==> src/acc_math_defs.svh <==
// offsets, fields, reset values and counts of the math unit
`ifndef ACC_MATH_DEFS_SVH
`define ACC_MATH_DEFS_SVH

`define AMU_OFF_CMD 8'h00
`define AMU_OFF_OPERAND 8'h04
`define AMU_OFF_ACC 8'h08
`define AMU_OFF_ACC16 8'h0C
`define AMU_OFF_STACK 8'h10
`define AMU_OFF_STATUS 8'h14

`define AMU_CMD_OP_LSB 0
`define AMU_CMD_OP_MSB 2
`define AMU_CMD_MODE_LSB 4
`define AMU_CMD_MODE_MSB 5
`define AMU_CMD_ADDR_LSB 16
`define AMU_CMD_ADDR_MSB 31
`define AMU_STATUS_BUSY_BIT 16

`define AMU_RST_WORD 32'h0000_0000
`define AMU_DIV_STEPS 7'h40
`define AMU_REAL_BIAS_M1 10'h07E
`define AMU_REAL_EXP_MAX 10'h0FF

`endif

==> src/amu_pkg.sv <==
// types shared by the accumulator math unit
package amu_pkg;

   typedef enum logic [2:0] {
      OP_NONE = 3'b000,
      OP_DOUBLE_BCD_DIVIDE = 3'b001,
      OP_REAL_DIVIDE = 3'b010,
      OP_BCD_INCREMENT = 3'b011,
      OP_BCD_DECREMENT = 3'b100,
      OP_BINARY_ADD = 3'b101
   } op_e;

   typedef enum logic [1:0] {
      AM_DIRECT = 2'b00,
      AM_POINTER = 2'b01,
      AM_IMMEDIATE = 2'b10
   } amode_e;

   typedef enum logic [2:0] {
      ST_IDLE = 3'b000,
      ST_PTR = 3'b001,
      ST_LO = 3'b010,
      ST_HI = 3'b011,
      ST_CALC = 3'b100,
      ST_DIV = 3'b101,
      ST_FIN = 3'b110,
      ST_WB = 3'b111
   } state_e;

   // bit 0 range, bit 9 32-bit carry
   typedef struct packed {
      logic carry32_flag;
      logic carry16_flag;
      logic format_error_flag;
      logic underflow_flag;
      logic signed_overflow_flag;
      logic float_validity_flag;
      logic pointer_error_flag;
      logic negative_flag;
      logic zero_flag;
      logic operand_range_flag;
   } flags_s;

   typedef struct packed {
      logic we;
      logic [15:0] addr;
      logic [15:0] wdata;
   } mem_cmd_s;

endpackage

==> src/accumulator_math_unit.sv <==
// accumulator math unit: bcd and real divide, bcd inc/dec, binary add, ahb-lite registers
// Contract
// [RULE1] double divide: 32-bit bcd acc by two words
// [RULE2] sequencer never gives immediate divisor to double divide
// [RULE3] quotient to acc, remainder to stack top
// [RULE4] range flag when divisor unusable
// [RULE5] zero flag when result is zero
// [RULE6] negative flag when acc negative
// [RULE7] format flag on non-bcd operand
// [RULE8] real divide acc by immediate or two words
// [RULE9] pointer flag on invalid pointed location
// [RULE10] validity flag on invalid float result
// [RULE11] overflow flag on wrong result sign
// [RULE12] underflow flag on float underflow
// [RULE13] format flag on non-real operand
// [RULE14] increment adds bcd one, writes back
// [RULE15] decrement subtracts bcd one, writes back
// [RULE16] trigger inc/dec by one-shot pulse
// [RULE17] binary add of 16-bit operand to acc
// [RULE18] two's-complement add, full 32-bit sum
// [RULE19] narrow acc upper bits zero-filled first
// [RULE20] 16-bit carry flag from bit 15
// [RULE21] 32-bit carry flag from bit 31
// [RULE22] flags hold until next updating instruction
// [RULE23] affected flags always written, set or cleared
//
// The AHB-Lite slave port and the register addresses were left to the implementer.
`timescale 1ns/100ps
`include "acc_math_defs.svh"
module accumulator_math_unit
   import amu_pkg::*;
#(
   parameter logic [16:0] MEM_WORDS = 17'h04000
) (
   input wire logic i_core_clk,
   input wire logic i_srst,
   input wire logic i_hsel,
   input wire logic [31:0] i_haddr,
   input wire logic [1:0] i_htrans,
   input wire logic i_hwrite,
   input wire logic [2:0] i_hsize,
   input wire logic [31:0] i_hwdata,
   input wire logic i_hready,
   output logic o_hreadyout,
   output logic o_hresp,
   output logic [31:0] o_hrdata,
   output logic o_mem_req,
   output mem_cmd_s o_mem_cmd,
   input wire logic i_mem_ack,
   input wire logic [15:0] i_mem_rdata,
   output logic o_busy,
   output logic o_done,
   output flags_s o_flags
);

   ////////////////////////////////////////////////////////////////////////////
   function automatic logic is_bcd(input logic [31:0] v);
      logic ok;
      ok = 1'b1;
      for (int i = 0; i < 8; i++) begin
         if (v[4*i +: 4] > 4'h9) begin
            ok = 1'b0;
         end
      end
      return ok;
   endfunction

   function automatic logic [31:0] bcd_to_bin(input logic [31:0] v);
      logic [31:0] r;
      r = 32'h0;
      for (int i = 7; i >= 0; i--) begin
         r = (r << 3) + (r << 1) + {28'h0, v[4*i +: 4]};
      end
      return r;
   endfunction

   // valid below 1e8 only
   function automatic logic [31:0] bin_to_bcd(input logic [31:0] v);
      logic [31:0] b;
      b = 32'h0;
      for (int i = 31; i >= 0; i--) begin
         for (int d = 0; d < 8; d++) begin
            if (b[4*d +: 4] > 4'h4) begin
               b[4*d +: 4] = b[4*d +: 4] + 4'h3;
            end
         end
         b = {b[30:0], v[i]};
      end
      return b;
   endfunction

   // wraps at 9999 and 0000
   function automatic logic [15:0] bcd_step(input logic [15:0] v, input logic dec);
      logic [15:0] r;
      logic cy;
      r = v;
      cy = 1'b1;
      for (int d = 0; d < 4; d++) begin
         if (cy) begin
            if (!dec && v[4*d +: 4] == 4'h9) begin
               r[4*d +: 4] = 4'h0;
            end else if (dec && v[4*d +: 4] == 4'h0) begin
               r[4*d +: 4] = 4'h9;
            end else begin
               r[4*d +: 4] = dec ? v[4*d +: 4] - 4'h1 : v[4*d +: 4] + 4'h1;
               cy = 1'b0;
            end
         end
      end
      return r;
   endfunction

   function automatic flags_s flag_mask(input op_e op);
      flags_s m;
      m = '0;
      m.pointer_error_flag = 1'b1;
      m.zero_flag = 1'b1;
      unique case (op)
         OP_DOUBLE_BCD_DIVIDE: begin
            m.operand_range_flag = 1'b1;
            m.negative_flag = 1'b1;
            m.format_error_flag = 1'b1;
         end
         OP_REAL_DIVIDE: begin
            m.negative_flag = 1'b1;
            m.float_validity_flag = 1'b1;
            m.signed_overflow_flag = 1'b1;
            m.underflow_flag = 1'b1;
            m.format_error_flag = 1'b1;
         end
         OP_BINARY_ADD: begin
            m.negative_flag = 1'b1;
            m.signed_overflow_flag = 1'b1;
            m.carry16_flag = 1'b1;
            m.carry32_flag = 1'b1;
         end
         default: begin
            m.format_error_flag = 1'b1;
         end
      endcase
      return m;
   endfunction

   function automatic logic op_legal(input logic [2:0] c);
      return c != 3'h0 && c < 3'h6;
   endfunction

   ////////////////////////////////////////////////////////////////////////////
   state_e state_q;
   op_e op_q;
   amode_e mode_q;
   logic [15:0] addr_q;
   logic [31:0] opnd_q;
   logic [31:0] operand_reg_q;
   logic [31:0] acc_q;
   logic acc_narrow_q;
   logic [31:0] stack_q;
   flags_s flags_q;
   flags_s res_q;
   logic [63:0] num_q;
   logic [31:0] den_q;
   logic [32:0] rem_q;
   logic [63:0] quo_q;
   logic [6:0] step_q;
   logic [9:0] exp_q;
   logic sgn_q;
   logic done_q;
   logic [15:0] wb_q;
   logic wr_pend_q;
   logic [7:0] wr_off_q;
   logic [31:0] hrdata_q;

   ////////////////////////////////////////////////////////////////////////////
   wire addr_phase = i_hsel & i_hready & i_htrans[1];
   wire high_zero = i_haddr[31:8] == 24'h0;
   wire [7:0] rd_off = i_haddr[7:0];
   wire [31:0] status_word = {15'h0, state_q != ST_IDLE, 6'h0, flags_q};
   wire [31:0] rd_mux =
      !high_zero ? 32'h0 :
      rd_off == `AMU_OFF_CMD ? {addr_q, 10'h0, mode_q, 1'b0, op_q} :
      rd_off == `AMU_OFF_OPERAND ? operand_reg_q :
      rd_off == `AMU_OFF_ACC ? acc_q :
      rd_off == `AMU_OFF_ACC16 ? {16'h0, acc_q[15:0]} :
      rd_off == `AMU_OFF_STACK ? stack_q :
      rd_off == `AMU_OFF_STATUS ? status_word : 32'h0;
   wire idle = state_q == ST_IDLE;
   wire [2:0] new_op = i_hwdata[`AMU_CMD_OP_MSB:`AMU_CMD_OP_LSB];
   wire [1:0] new_mode = i_hwdata[`AMU_CMD_MODE_MSB:`AMU_CMD_MODE_LSB];
   wire start = wr_pend_q & idle & (wr_off_q == `AMU_OFF_CMD) & op_legal(new_op);
   // immediate only for real divide and add [RULE2]
   wire start_imm = new_mode == AM_IMMEDIATE &&
      (new_op == OP_REAL_DIVIDE || new_op == OP_BINARY_ADD);
   wire two_words = op_q == OP_DOUBLE_BCD_DIVIDE || op_q == OP_REAL_DIVIDE;
   wire [16:0] ptr_end = {1'b0, i_mem_rdata} + {16'h0, two_words};
   wire ptr_bad = ptr_end >= MEM_WORDS; // [RULE9]
   wire sw_acc_wr = wr_pend_q & idle & (wr_off_q == `AMU_OFF_ACC);
   wire sw_acc16_wr = wr_pend_q & idle & (wr_off_q == `AMU_OFF_ACC16);

   // narrow acc adds low half only [RULE19]
   wire [31:0] acc_eff = acc_narrow_q ? {16'h0, acc_q[15:0]} : acc_q;
   wire [32:0] sum33 = {1'b0, acc_eff} + {17'h0, opnd_q[15:0]}; // [RULE17] [RULE18]
   wire [16:0] sum17 = {1'b0, acc_eff[15:0]} + {1'b0, opnd_q[15:0]};
   wire add_c16 = sum17[16]; // [RULE20]
   wire add_c32 = sum33[32]; // [RULE21]
   // zero-extended operand: only + to - is wrong
   wire add_ovf = ~acc_eff[31] & sum33[31]; // [RULE11]

   // real divide operands
   wire [7:0] exp_a = acc_q[30:23];
   wire [7:0] exp_b = opnd_q[30:23];
   wire real_bad = exp_a == 8'hFF || exp_b == 8'hFF; // [RULE13]
   wire real_sgn = acc_q[31] ^ opnd_q[31];
   wire [9:0] exp_fin = exp_q + {9'h0, quo_q[25]};
   wire [22:0] mant_fin = quo_q[25] ? quo_q[24:2] : quo_q[23:1];
   wire real_uflow = exp_fin[9] || exp_fin == 10'h0;
   wire real_oflow = !exp_fin[9] && exp_fin >= `AMU_REAL_EXP_MAX;

   // bcd operands
   wire bcd_ok = is_bcd(acc_q) & is_bcd(opnd_q); // [RULE7]
   wire mem_ok = is_bcd({16'h0, opnd_q[15:0]}); // [RULE7]
   wire [15:0] stepped = bcd_step(opnd_q[15:0], op_q == OP_BCD_DECREMENT);
   wire [31:0] bcd_quo = bin_to_bcd(quo_q[31:0]);

   // restoring step, both divides
   wire [32:0] rem_sh = {rem_q[31:0], num_q[63]};
   wire rem_ge = rem_sh >= {1'b0, den_q};
   wire [32:0] rem_nx = rem_ge ? rem_sh - {1'b0, den_q} : rem_sh;

   ////////////////////////////////////////////////////////////////////////////
   // zero-wait; read captured at address phase
   always_ff @(posedge i_core_clk) begin
      if (i_srst) begin
         wr_pend_q <= 1'b0;
         wr_off_q <= 8'h0;
         hrdata_q <= `AMU_RST_WORD;
      end else begin
         wr_pend_q <= addr_phase & i_hwrite & high_zero;
         wr_off_q <= rd_off;
         if (addr_phase & ~i_hwrite) begin
            hrdata_q <= rd_mux;
         end
      end
   end

   always_ff @(posedge i_core_clk) begin
      if (i_srst) begin
         operand_reg_q <= `AMU_RST_WORD;
      end else if (wr_pend_q && wr_off_q == `AMU_OFF_OPERAND) begin
         operand_reg_q <= i_hwdata;
      end
   end

   ////////////////////////////////////////////////////////////////////////////
   always_ff @(posedge i_core_clk) begin
      if (i_srst) begin
         state_q <= ST_IDLE;
         op_q <= OP_NONE;
         mode_q <= AM_DIRECT;
         addr_q <= 16'h0;
         opnd_q <= `AMU_RST_WORD;
         acc_q <= `AMU_RST_WORD;
         acc_narrow_q <= 1'b0;
         stack_q <= `AMU_RST_WORD;
         flags_q <= '0;
         res_q <= '0;
         num_q <= 64'h0;
         den_q <= 32'h0;
         rem_q <= 33'h0;
         quo_q <= 64'h0;
         step_q <= 7'h0;
         exp_q <= 10'h0;
         sgn_q <= 1'b0;
         done_q <= 1'b0;
         wb_q <= 16'h0;
      end else begin
         done_q <= 1'b0;
         if (sw_acc_wr) begin
            acc_q <= i_hwdata;
            acc_narrow_q <= 1'b0;
         end
         if (sw_acc16_wr) begin
            acc_q <= {16'h0, i_hwdata[15:0]};
            acc_narrow_q <= 1'b1;
         end
         if (wr_pend_q && idle && wr_off_q == `AMU_OFF_STACK) begin
            stack_q <= i_hwdata;
         end
         unique case (state_q)
            ST_IDLE: begin
               if (start) begin
                  op_q <= op_e'(new_op);
                  mode_q <= start_imm ? AM_IMMEDIATE :
                     (new_mode == AM_POINTER ? AM_POINTER : AM_DIRECT);
                  addr_q <= i_hwdata[`AMU_CMD_ADDR_MSB:`AMU_CMD_ADDR_LSB];
                  res_q <= '0;
                  opnd_q <= operand_reg_q;
                  state_q <= start_imm ? ST_CALC :
                     (new_mode == AM_POINTER ? ST_PTR : ST_LO);
               end
            end
            ST_PTR: begin
               if (i_mem_ack) begin
                  if (ptr_bad) begin
                     res_q.pointer_error_flag <= 1'b1; // [RULE9]
                     state_q <= ST_FIN;
                     step_q <= 7'h0;
                  end else begin
                     addr_q <= i_mem_rdata;
                     state_q <= ST_LO;
                  end
               end
            end
            ST_LO: begin
               if (i_mem_ack) begin
                  opnd_q <= {16'h0, i_mem_rdata};
                  state_q <= two_words ? ST_HI : ST_CALC; // [RULE1] [RULE8]
               end
            end
            ST_HI: begin
               if (i_mem_ack) begin
                  opnd_q[31:16] <= i_mem_rdata;
                  state_q <= ST_CALC;
               end
            end
            ST_CALC: begin
               state_q <= ST_FIN;
               step_q <= 7'h0;
               unique case (op_q)
                  OP_BINARY_ADD: begin
                     acc_q <= sum33[31:0]; // [RULE18]
                     acc_narrow_q <= 1'b0;
                     res_q.zero_flag <= sum33[31:0] == 32'h0; // [RULE5]
                     res_q.negative_flag <= sum33[31]; // [RULE6]
                     res_q.carry16_flag <= add_c16; // [RULE20]
                     res_q.carry32_flag <= add_c32; // [RULE21]
                     res_q.signed_overflow_flag <= add_ovf; // [RULE11]
                  end
                  OP_BCD_INCREMENT, OP_BCD_DECREMENT: begin
                     if (!mem_ok) begin
                        res_q.format_error_flag <= 1'b1; // [RULE7]
                     end else begin
                        wb_q <= stepped; // [RULE14] [RULE15]
                        res_q.zero_flag <= stepped == 16'h0; // [RULE5]
                        state_q <= ST_WB;
                     end
                  end
                  OP_DOUBLE_BCD_DIVIDE: begin
                     if (!bcd_ok) begin
                        res_q.format_error_flag <= 1'b1; // [RULE7]
                     end else if (opnd_q == 32'h0) begin
                        res_q.operand_range_flag <= 1'b1; // [RULE4]
                     end else begin
                        num_q <= {32'h0, bcd_to_bin(acc_q)}; // [RULE1]
                        den_q <= bcd_to_bin(opnd_q);
                        rem_q <= 33'h0;
                        state_q <= ST_DIV;
                     end
                  end
                  default: begin
                     sgn_q <= real_sgn;
                     if (real_bad) begin
                        res_q.format_error_flag <= 1'b1; // [RULE13]
                     end else if (exp_b == 8'h00) begin
                        acc_q <= {real_sgn, 8'hFF, 23'h0};
                        res_q.float_validity_flag <= 1'b1; // [RULE10]
                        res_q.negative_flag <= real_sgn; // [RULE6]
                     end else if (exp_a == 8'h00) begin
                        acc_q <= {real_sgn, 31'h0};
                        res_q.zero_flag <= 1'b1; // [RULE5]
                     end else begin
                        // denormals flushed: hidden one set
                        num_q <= {15'h0, 1'b1, acc_q[22:0], 25'h0}; // [RULE8]
                        den_q <= {8'h0, 1'b1, opnd_q[22:0]};
                        rem_q <= 33'h0;
                        exp_q <= {2'b00, exp_a} - {2'b00, exp_b} + `AMU_REAL_BIAS_M1;
                        state_q <= ST_DIV;
                     end
                  end
               endcase
            end
            ST_DIV: begin
               rem_q <= rem_nx;
               num_q <= {num_q[62:0], 1'b0};
               quo_q <= {quo_q[62:0], rem_ge};
               step_q <= step_q + 7'h1;
               if (step_q == `AMU_DIV_STEPS - 7'h1) begin
                  state_q <= ST_FIN;
                  step_q <= 7'h1;
               end
            end
            ST_WB: begin
               if (i_mem_ack) begin
                  state_q <= ST_FIN;
                  step_q <= 7'h0;
               end
            end
            ST_FIN: begin
               state_q <= ST_IDLE;
               done_q <= 1'b1;
               // other ops' flags kept [RULE22]
               flags_q <= (flags_q & ~flag_mask(op_q)) | (res_q & flag_mask(op_q)); // [RULE23]
               if (step_q == 7'h1 && op_q == OP_DOUBLE_BCD_DIVIDE) begin
                  acc_q <= bcd_quo; // [RULE3]
                  stack_q <= bin_to_bcd(rem_q[31:0]); // [RULE3]
                  acc_narrow_q <= 1'b0;
                  flags_q.zero_flag <= bcd_quo == 32'h0; // [RULE5]
                  // bcd is unsigned: never negative
                  flags_q.negative_flag <= 1'b0; // [RULE6]
               end else if (step_q == 7'h1) begin
                  acc_narrow_q <= 1'b0;
                  flags_q.zero_flag <= real_uflow; // [RULE5]
                  flags_q.underflow_flag <= real_uflow; // [RULE12]
                  flags_q.float_validity_flag <= real_oflow; // [RULE10]
                  flags_q.negative_flag <= sgn_q & ~real_uflow; // [RULE6]
                  flags_q.signed_overflow_flag <= 1'b0; // [RULE11]
                  flags_q.format_error_flag <= 1'b0;
                  flags_q.pointer_error_flag <= 1'b0;
                  if (real_uflow) begin
                     acc_q <= {sgn_q, 31'h0}; // [RULE12]
                  end else if (real_oflow) begin
                     acc_q <= {sgn_q, 8'hFF, 23'h0}; // [RULE10]
                  end else begin
                     acc_q <= {sgn_q, exp_fin[7:0], mant_fin};
                  end
               end
            end
         endcase
      end
   end

   ////////////////////////////////////////////////////////////////////////////
   // at most one write per command [RULE16]
   assign o_mem_req = state_q == ST_PTR || state_q == ST_LO ||
      state_q == ST_HI || state_q == ST_WB;
   assign o_mem_cmd.we = state_q == ST_WB;
   assign o_mem_cmd.addr = state_q == ST_HI ? addr_q + 16'h1 : addr_q;
   assign o_mem_cmd.wdata = wb_q;
   assign o_hreadyout = 1'b1;
   assign o_hresp = 1'b0;
   assign o_hrdata = hrdata_q;
   assign o_busy = !idle;
   assign o_done = done_q;
   assign o_flags = flags_q;

endmodule

==> config.mk <==
export PLATFORM = sky130hd
export DESIGN_NAME = accumulator_math_unit
export DESIGN_NICKNAME = d
export VERILOG_FILES = /design/src/amu_pkg.sv /design/src/accumulator_math_unit.sv
export VERILOG_INCLUDE_DIRS = /design/src
export SDC_FILE = /design/constraint.sdc
export NUM_CORES = 2
export LEC_CHECK = 0
export BUFFER_PORTS_ARGS = -buffer_cell sky130_fd_sc_hd__buf_4
export CAP_MARGIN = 20
export CELL_PAD_IN_SITES_DETAIL_PLACEMENT = 2
export CELL_PAD_IN_SITES_GLOBAL_PLACEMENT = 2
export CORE_AREA = 2 2 531 533
export CTS_BUF_LIST = sky130_fd_sc_hd__clkbuf_8
export DETAILED_ROUTE_END_ITERATION = 16
export DIE_AREA = 0 0 533 535
export GPL_TIMING_DRIVEN = 0
export MAX_ROUTING_LAYER = met4
export PLACE_DENSITY = 0.6
export SLEW_MARGIN = 0
export SYNTH_ARGS = -nofsm -noshare
export SYNTH_HDL_FRONTEND = slang
export SYNTH_SLANG_ARGS = --single-unit
==> constraint.sdc <==
create_clock -name i_core_clk -period 42.7 [get_ports i_core_clk]
set_input_delay 6.405 -clock i_core_clk [delete_from_list [all_inputs] [get_ports i_core_clk]]
set_output_delay 6.405 -clock i_core_clk [all_outputs]
set_load 0.05 [all_outputs]
==> impl_results.md <==
- Initial DRC Count: 5109
- # rows: 194
- Hpwl dp: 293 mm
- Crit. End Element: flop
- Final-report setup violation count: 0
- Tcrit/Tclk final: 89.6%
- Starting Density: 27.9%
- PortBufs: 163
- Type of origin of the critical path: flop
- Nets: 11900
- Synth warn: 0
- Grt ovf: 0
- #FFs+latches synth: 408
- Sequential cell area fraction in the yosys report: 10.5%
- Root buffer cell: clkbuf_8
- Sink Count: 408
- Reg2Reg Launch Point: rem_q[30]$_SDFFE_PP0P_
- Delay-heaviest family, CP: compound AO/OA/AOI/OAI gates
- First-pass DRT Iterations: 6
- Synth Area in Simple Gates: 22.3%
- Count of different cell masters after synthesis: 166
- Commonest cells after routing, fill and taps aside: nor2_1 (949), a21oi_1 (869), nand2_1 (855)
- Post-synthesis mux area share: 7.33%
- Buf+Inv Stages, Crit Path: 25
- Combinational family with the most area after synthesis: compound AO/OA/AOI/OAI gates
- Cell Area, Synth: 77800 um2
- Min-Delay Startpoint: num_q[22]$_SDFFE_PP0P_
- GRT Util Overall: 24.8%
- Gate Count Post-Synth: 10700
- Req. time, crit path: 43.44 ns
- Via count: 86400
- F_max: 0.0261 GHz
- Most common cell after layout, fill and taps aside: nor2_1
- Minimum clock period after layout: 38.27 ns
- CTS tree: built
- Wire per inst: 24.3 um
- Critical path class: reg2reg
- H-tree depth: 3
- EDFF count, synth: 0
- Post-synth ARST share: 0%
- Area Overhead vs Synth: 10.4%
- Xor-xnor portion of the synthesized cell area: 6.21%
- Final max-slew violation count: 0
- Initial antenna violation count: 17
- Post-Syn Nets: 11600
- Ys flop type: dfxtp_1
- Worst Path Arrival: 39.01 ns
- Synth Area in Adders: 14.2%
- Die area: 285000 um2
- Maximum clock path buffer count: 3
- Setup bufs post-CTS: 0
- Num CTS Buffers: 83
- Skew final: 0.0892 ns
- Skew-Pair Late Insertion Delay: 0.85 ns
- Vias/cell: 5.86
- Synth area leaders: ha_1 (13%), dfxtp_1 (10%), a21oi_1 (5.6%), mux2i_1 (4.7%), nor2_1 (4.6%)
- Top Ports: 171
- Ratio of cells with drive above 1 in the final layout: 9.42%
- CTS resizes: 0
- Final wirelength: 358 mm
- Status: finished, final reports clean
- DRC Markers: 0
- Fill count: 33000
- Maxcap violations: 0
- Fin Setup TNS: 0 ns
- Hold crit path type: reg2reg
- Synth Area in Compound Gates: 33.3%
- Gpl congestion: 0.962
- Crit path largest cell delay: 0.68 ns
- Pin count of the biggest net entering global routing: 18
- Setup crit start: rem_q[30]$_SDFFE_PP0P_
- CORE AREA: 279000 um2
- Vias in the first global route: 90600
- RSZ-0062 raised after global routing: false
- Avg Synthesized Cell Area: 7.30 um2
- Critical Path Most Common Cell: ha_1
- CP max-delay cell: a2111oi_1
- Crit path max fanout: 10
- Cts hold-fix bufs: 0
- Die X: 533 um
- First-pass GRT wire length: 553 mm
- Yosys top cell area share: 13.2%
- Worst-path clk slew: 0.07 ns
- Cell accounting for the most synthesized area: ha_1
- Worst rel slew slack: 18.7%
- Final Hold Fails: 0
- Die height: 535 um
- Pin slew with the least headroom to its limit: 1.22 ns
- DRT antenna net count: 0
[metrics by stage]
| step | std cells | area, um2 | setup slack, ns | hold slack (ns) | util, % |
|---|---|---|---|---|---|
| after floorplan | 10700 | 77800 | 12.80 | 0.431 | - |
| after global placement | 14500 | 83700 | 5.92 | 0.438 | 30.0 |
| after detailed placement | 14600 | 83900 | 4.57 | 0.452 | 30.1 |
| after CTS | 14700 | 85800 | 4.40 | 0.462 | 30.8 |
| after global routing | 14700 | 85900 | 0.773 | 0.471 | 30.8 |
| final | 14700 | 85900 | 4.43 | 0.446 | 30.8 |
[logic make-up after synthesis]
| family | after synthesis |
|---|---|
| multiplexers | 538 |
| adder cells (fa/ha/maj) | 863 |
| XOR/XNOR | 542 |
| AND/OR/NAND/NOR | 3499 |
| flip-flops | 408 |
| buffers and inverters | 1181 |
| other | 2 |
| AO/OA/AOI/OAI | 3620 |
[path summary, 6_finish.rpt]
kind | to | slack (ns) | cells after the start
worst max register to register | stack_q[22]$_SDFF_PP0_ | 4.43 | 151
worst min register to register | num_q[23]$_SDFFE_PP0P_ | 0.45 | 2
worst min-delay path | num_q[23]$_SDFFE_PP0P_ | 0.45 | 2
worst max-delay path | stack_q[22]$_SDFF_PP0_ | 4.43 | 151
[registers in the layout (all words and copies together), names as in the netlist, 9 cells and up, named ones only]
signal,cells
stack_q,32
opnd_q,32
exp_q,10
num_q,64
acc_q,32
quo_q,32
res_q,9
operand_reg_q,32
addr_q,16
wb_q,16
o_hrdata,32
den_q,32
rem_q,32
[worst reg2reg max path, delay by kind of cell, from the launching register on]
family / cells / cell delay [ns]
buf+inv: 25 / 4.85
simple gates: 40 / 7.36
mux: 6 / 2.15
fa+ha+maj: 30 / 8.08
xor+xnor: 14 / 4.60
flops: 1 / 0.53
compound gates: 36 / 10.60
[metal layers]
metal  up-vias  GRT usage [%]  share of wire (%)
met5         -              -                  0
met4         0           5.71                2.4
met3       339           2.66                4.0
met2      1490           39.8                 45
met1     43700           33.2                 48
li1      40800              -                  -
[synth_stat cells (all sizes together) (128+ instances only)]
library cell	number
a211oi	214
a21o	162
a21oi	887
a31oi	137
buf	226
clkbuf	354
dfxtp	408
ha	822
inv	589
mux2	160
mux2i	376
nand2	862
nand3	337
nand4	143
nor2	966
nor3	296
nor4	128
o211ai	151
o21ai	495
o21bai	173
o22ai	133
xnor2	408
xor2	134
[final cells by class]
class                   count  area (um2)  area share (%)
plain buffers             580        2600            3.03
clock inverters            47         380           0.443
multi-input cells        9064       64800            75.4
well taps                3724        4660            5.42
clock buffers             106        1460            1.70
flip-flops and latches    408        8170            9.51
diodes                      8        20.0          0.0233
inverters                 601        2260            2.63
repair buffers            192        1550            1.80
Power is left out: the tool's default activity adds up to more than one toggle a clock period on the data nets, which glitch-free logic cannot reach.
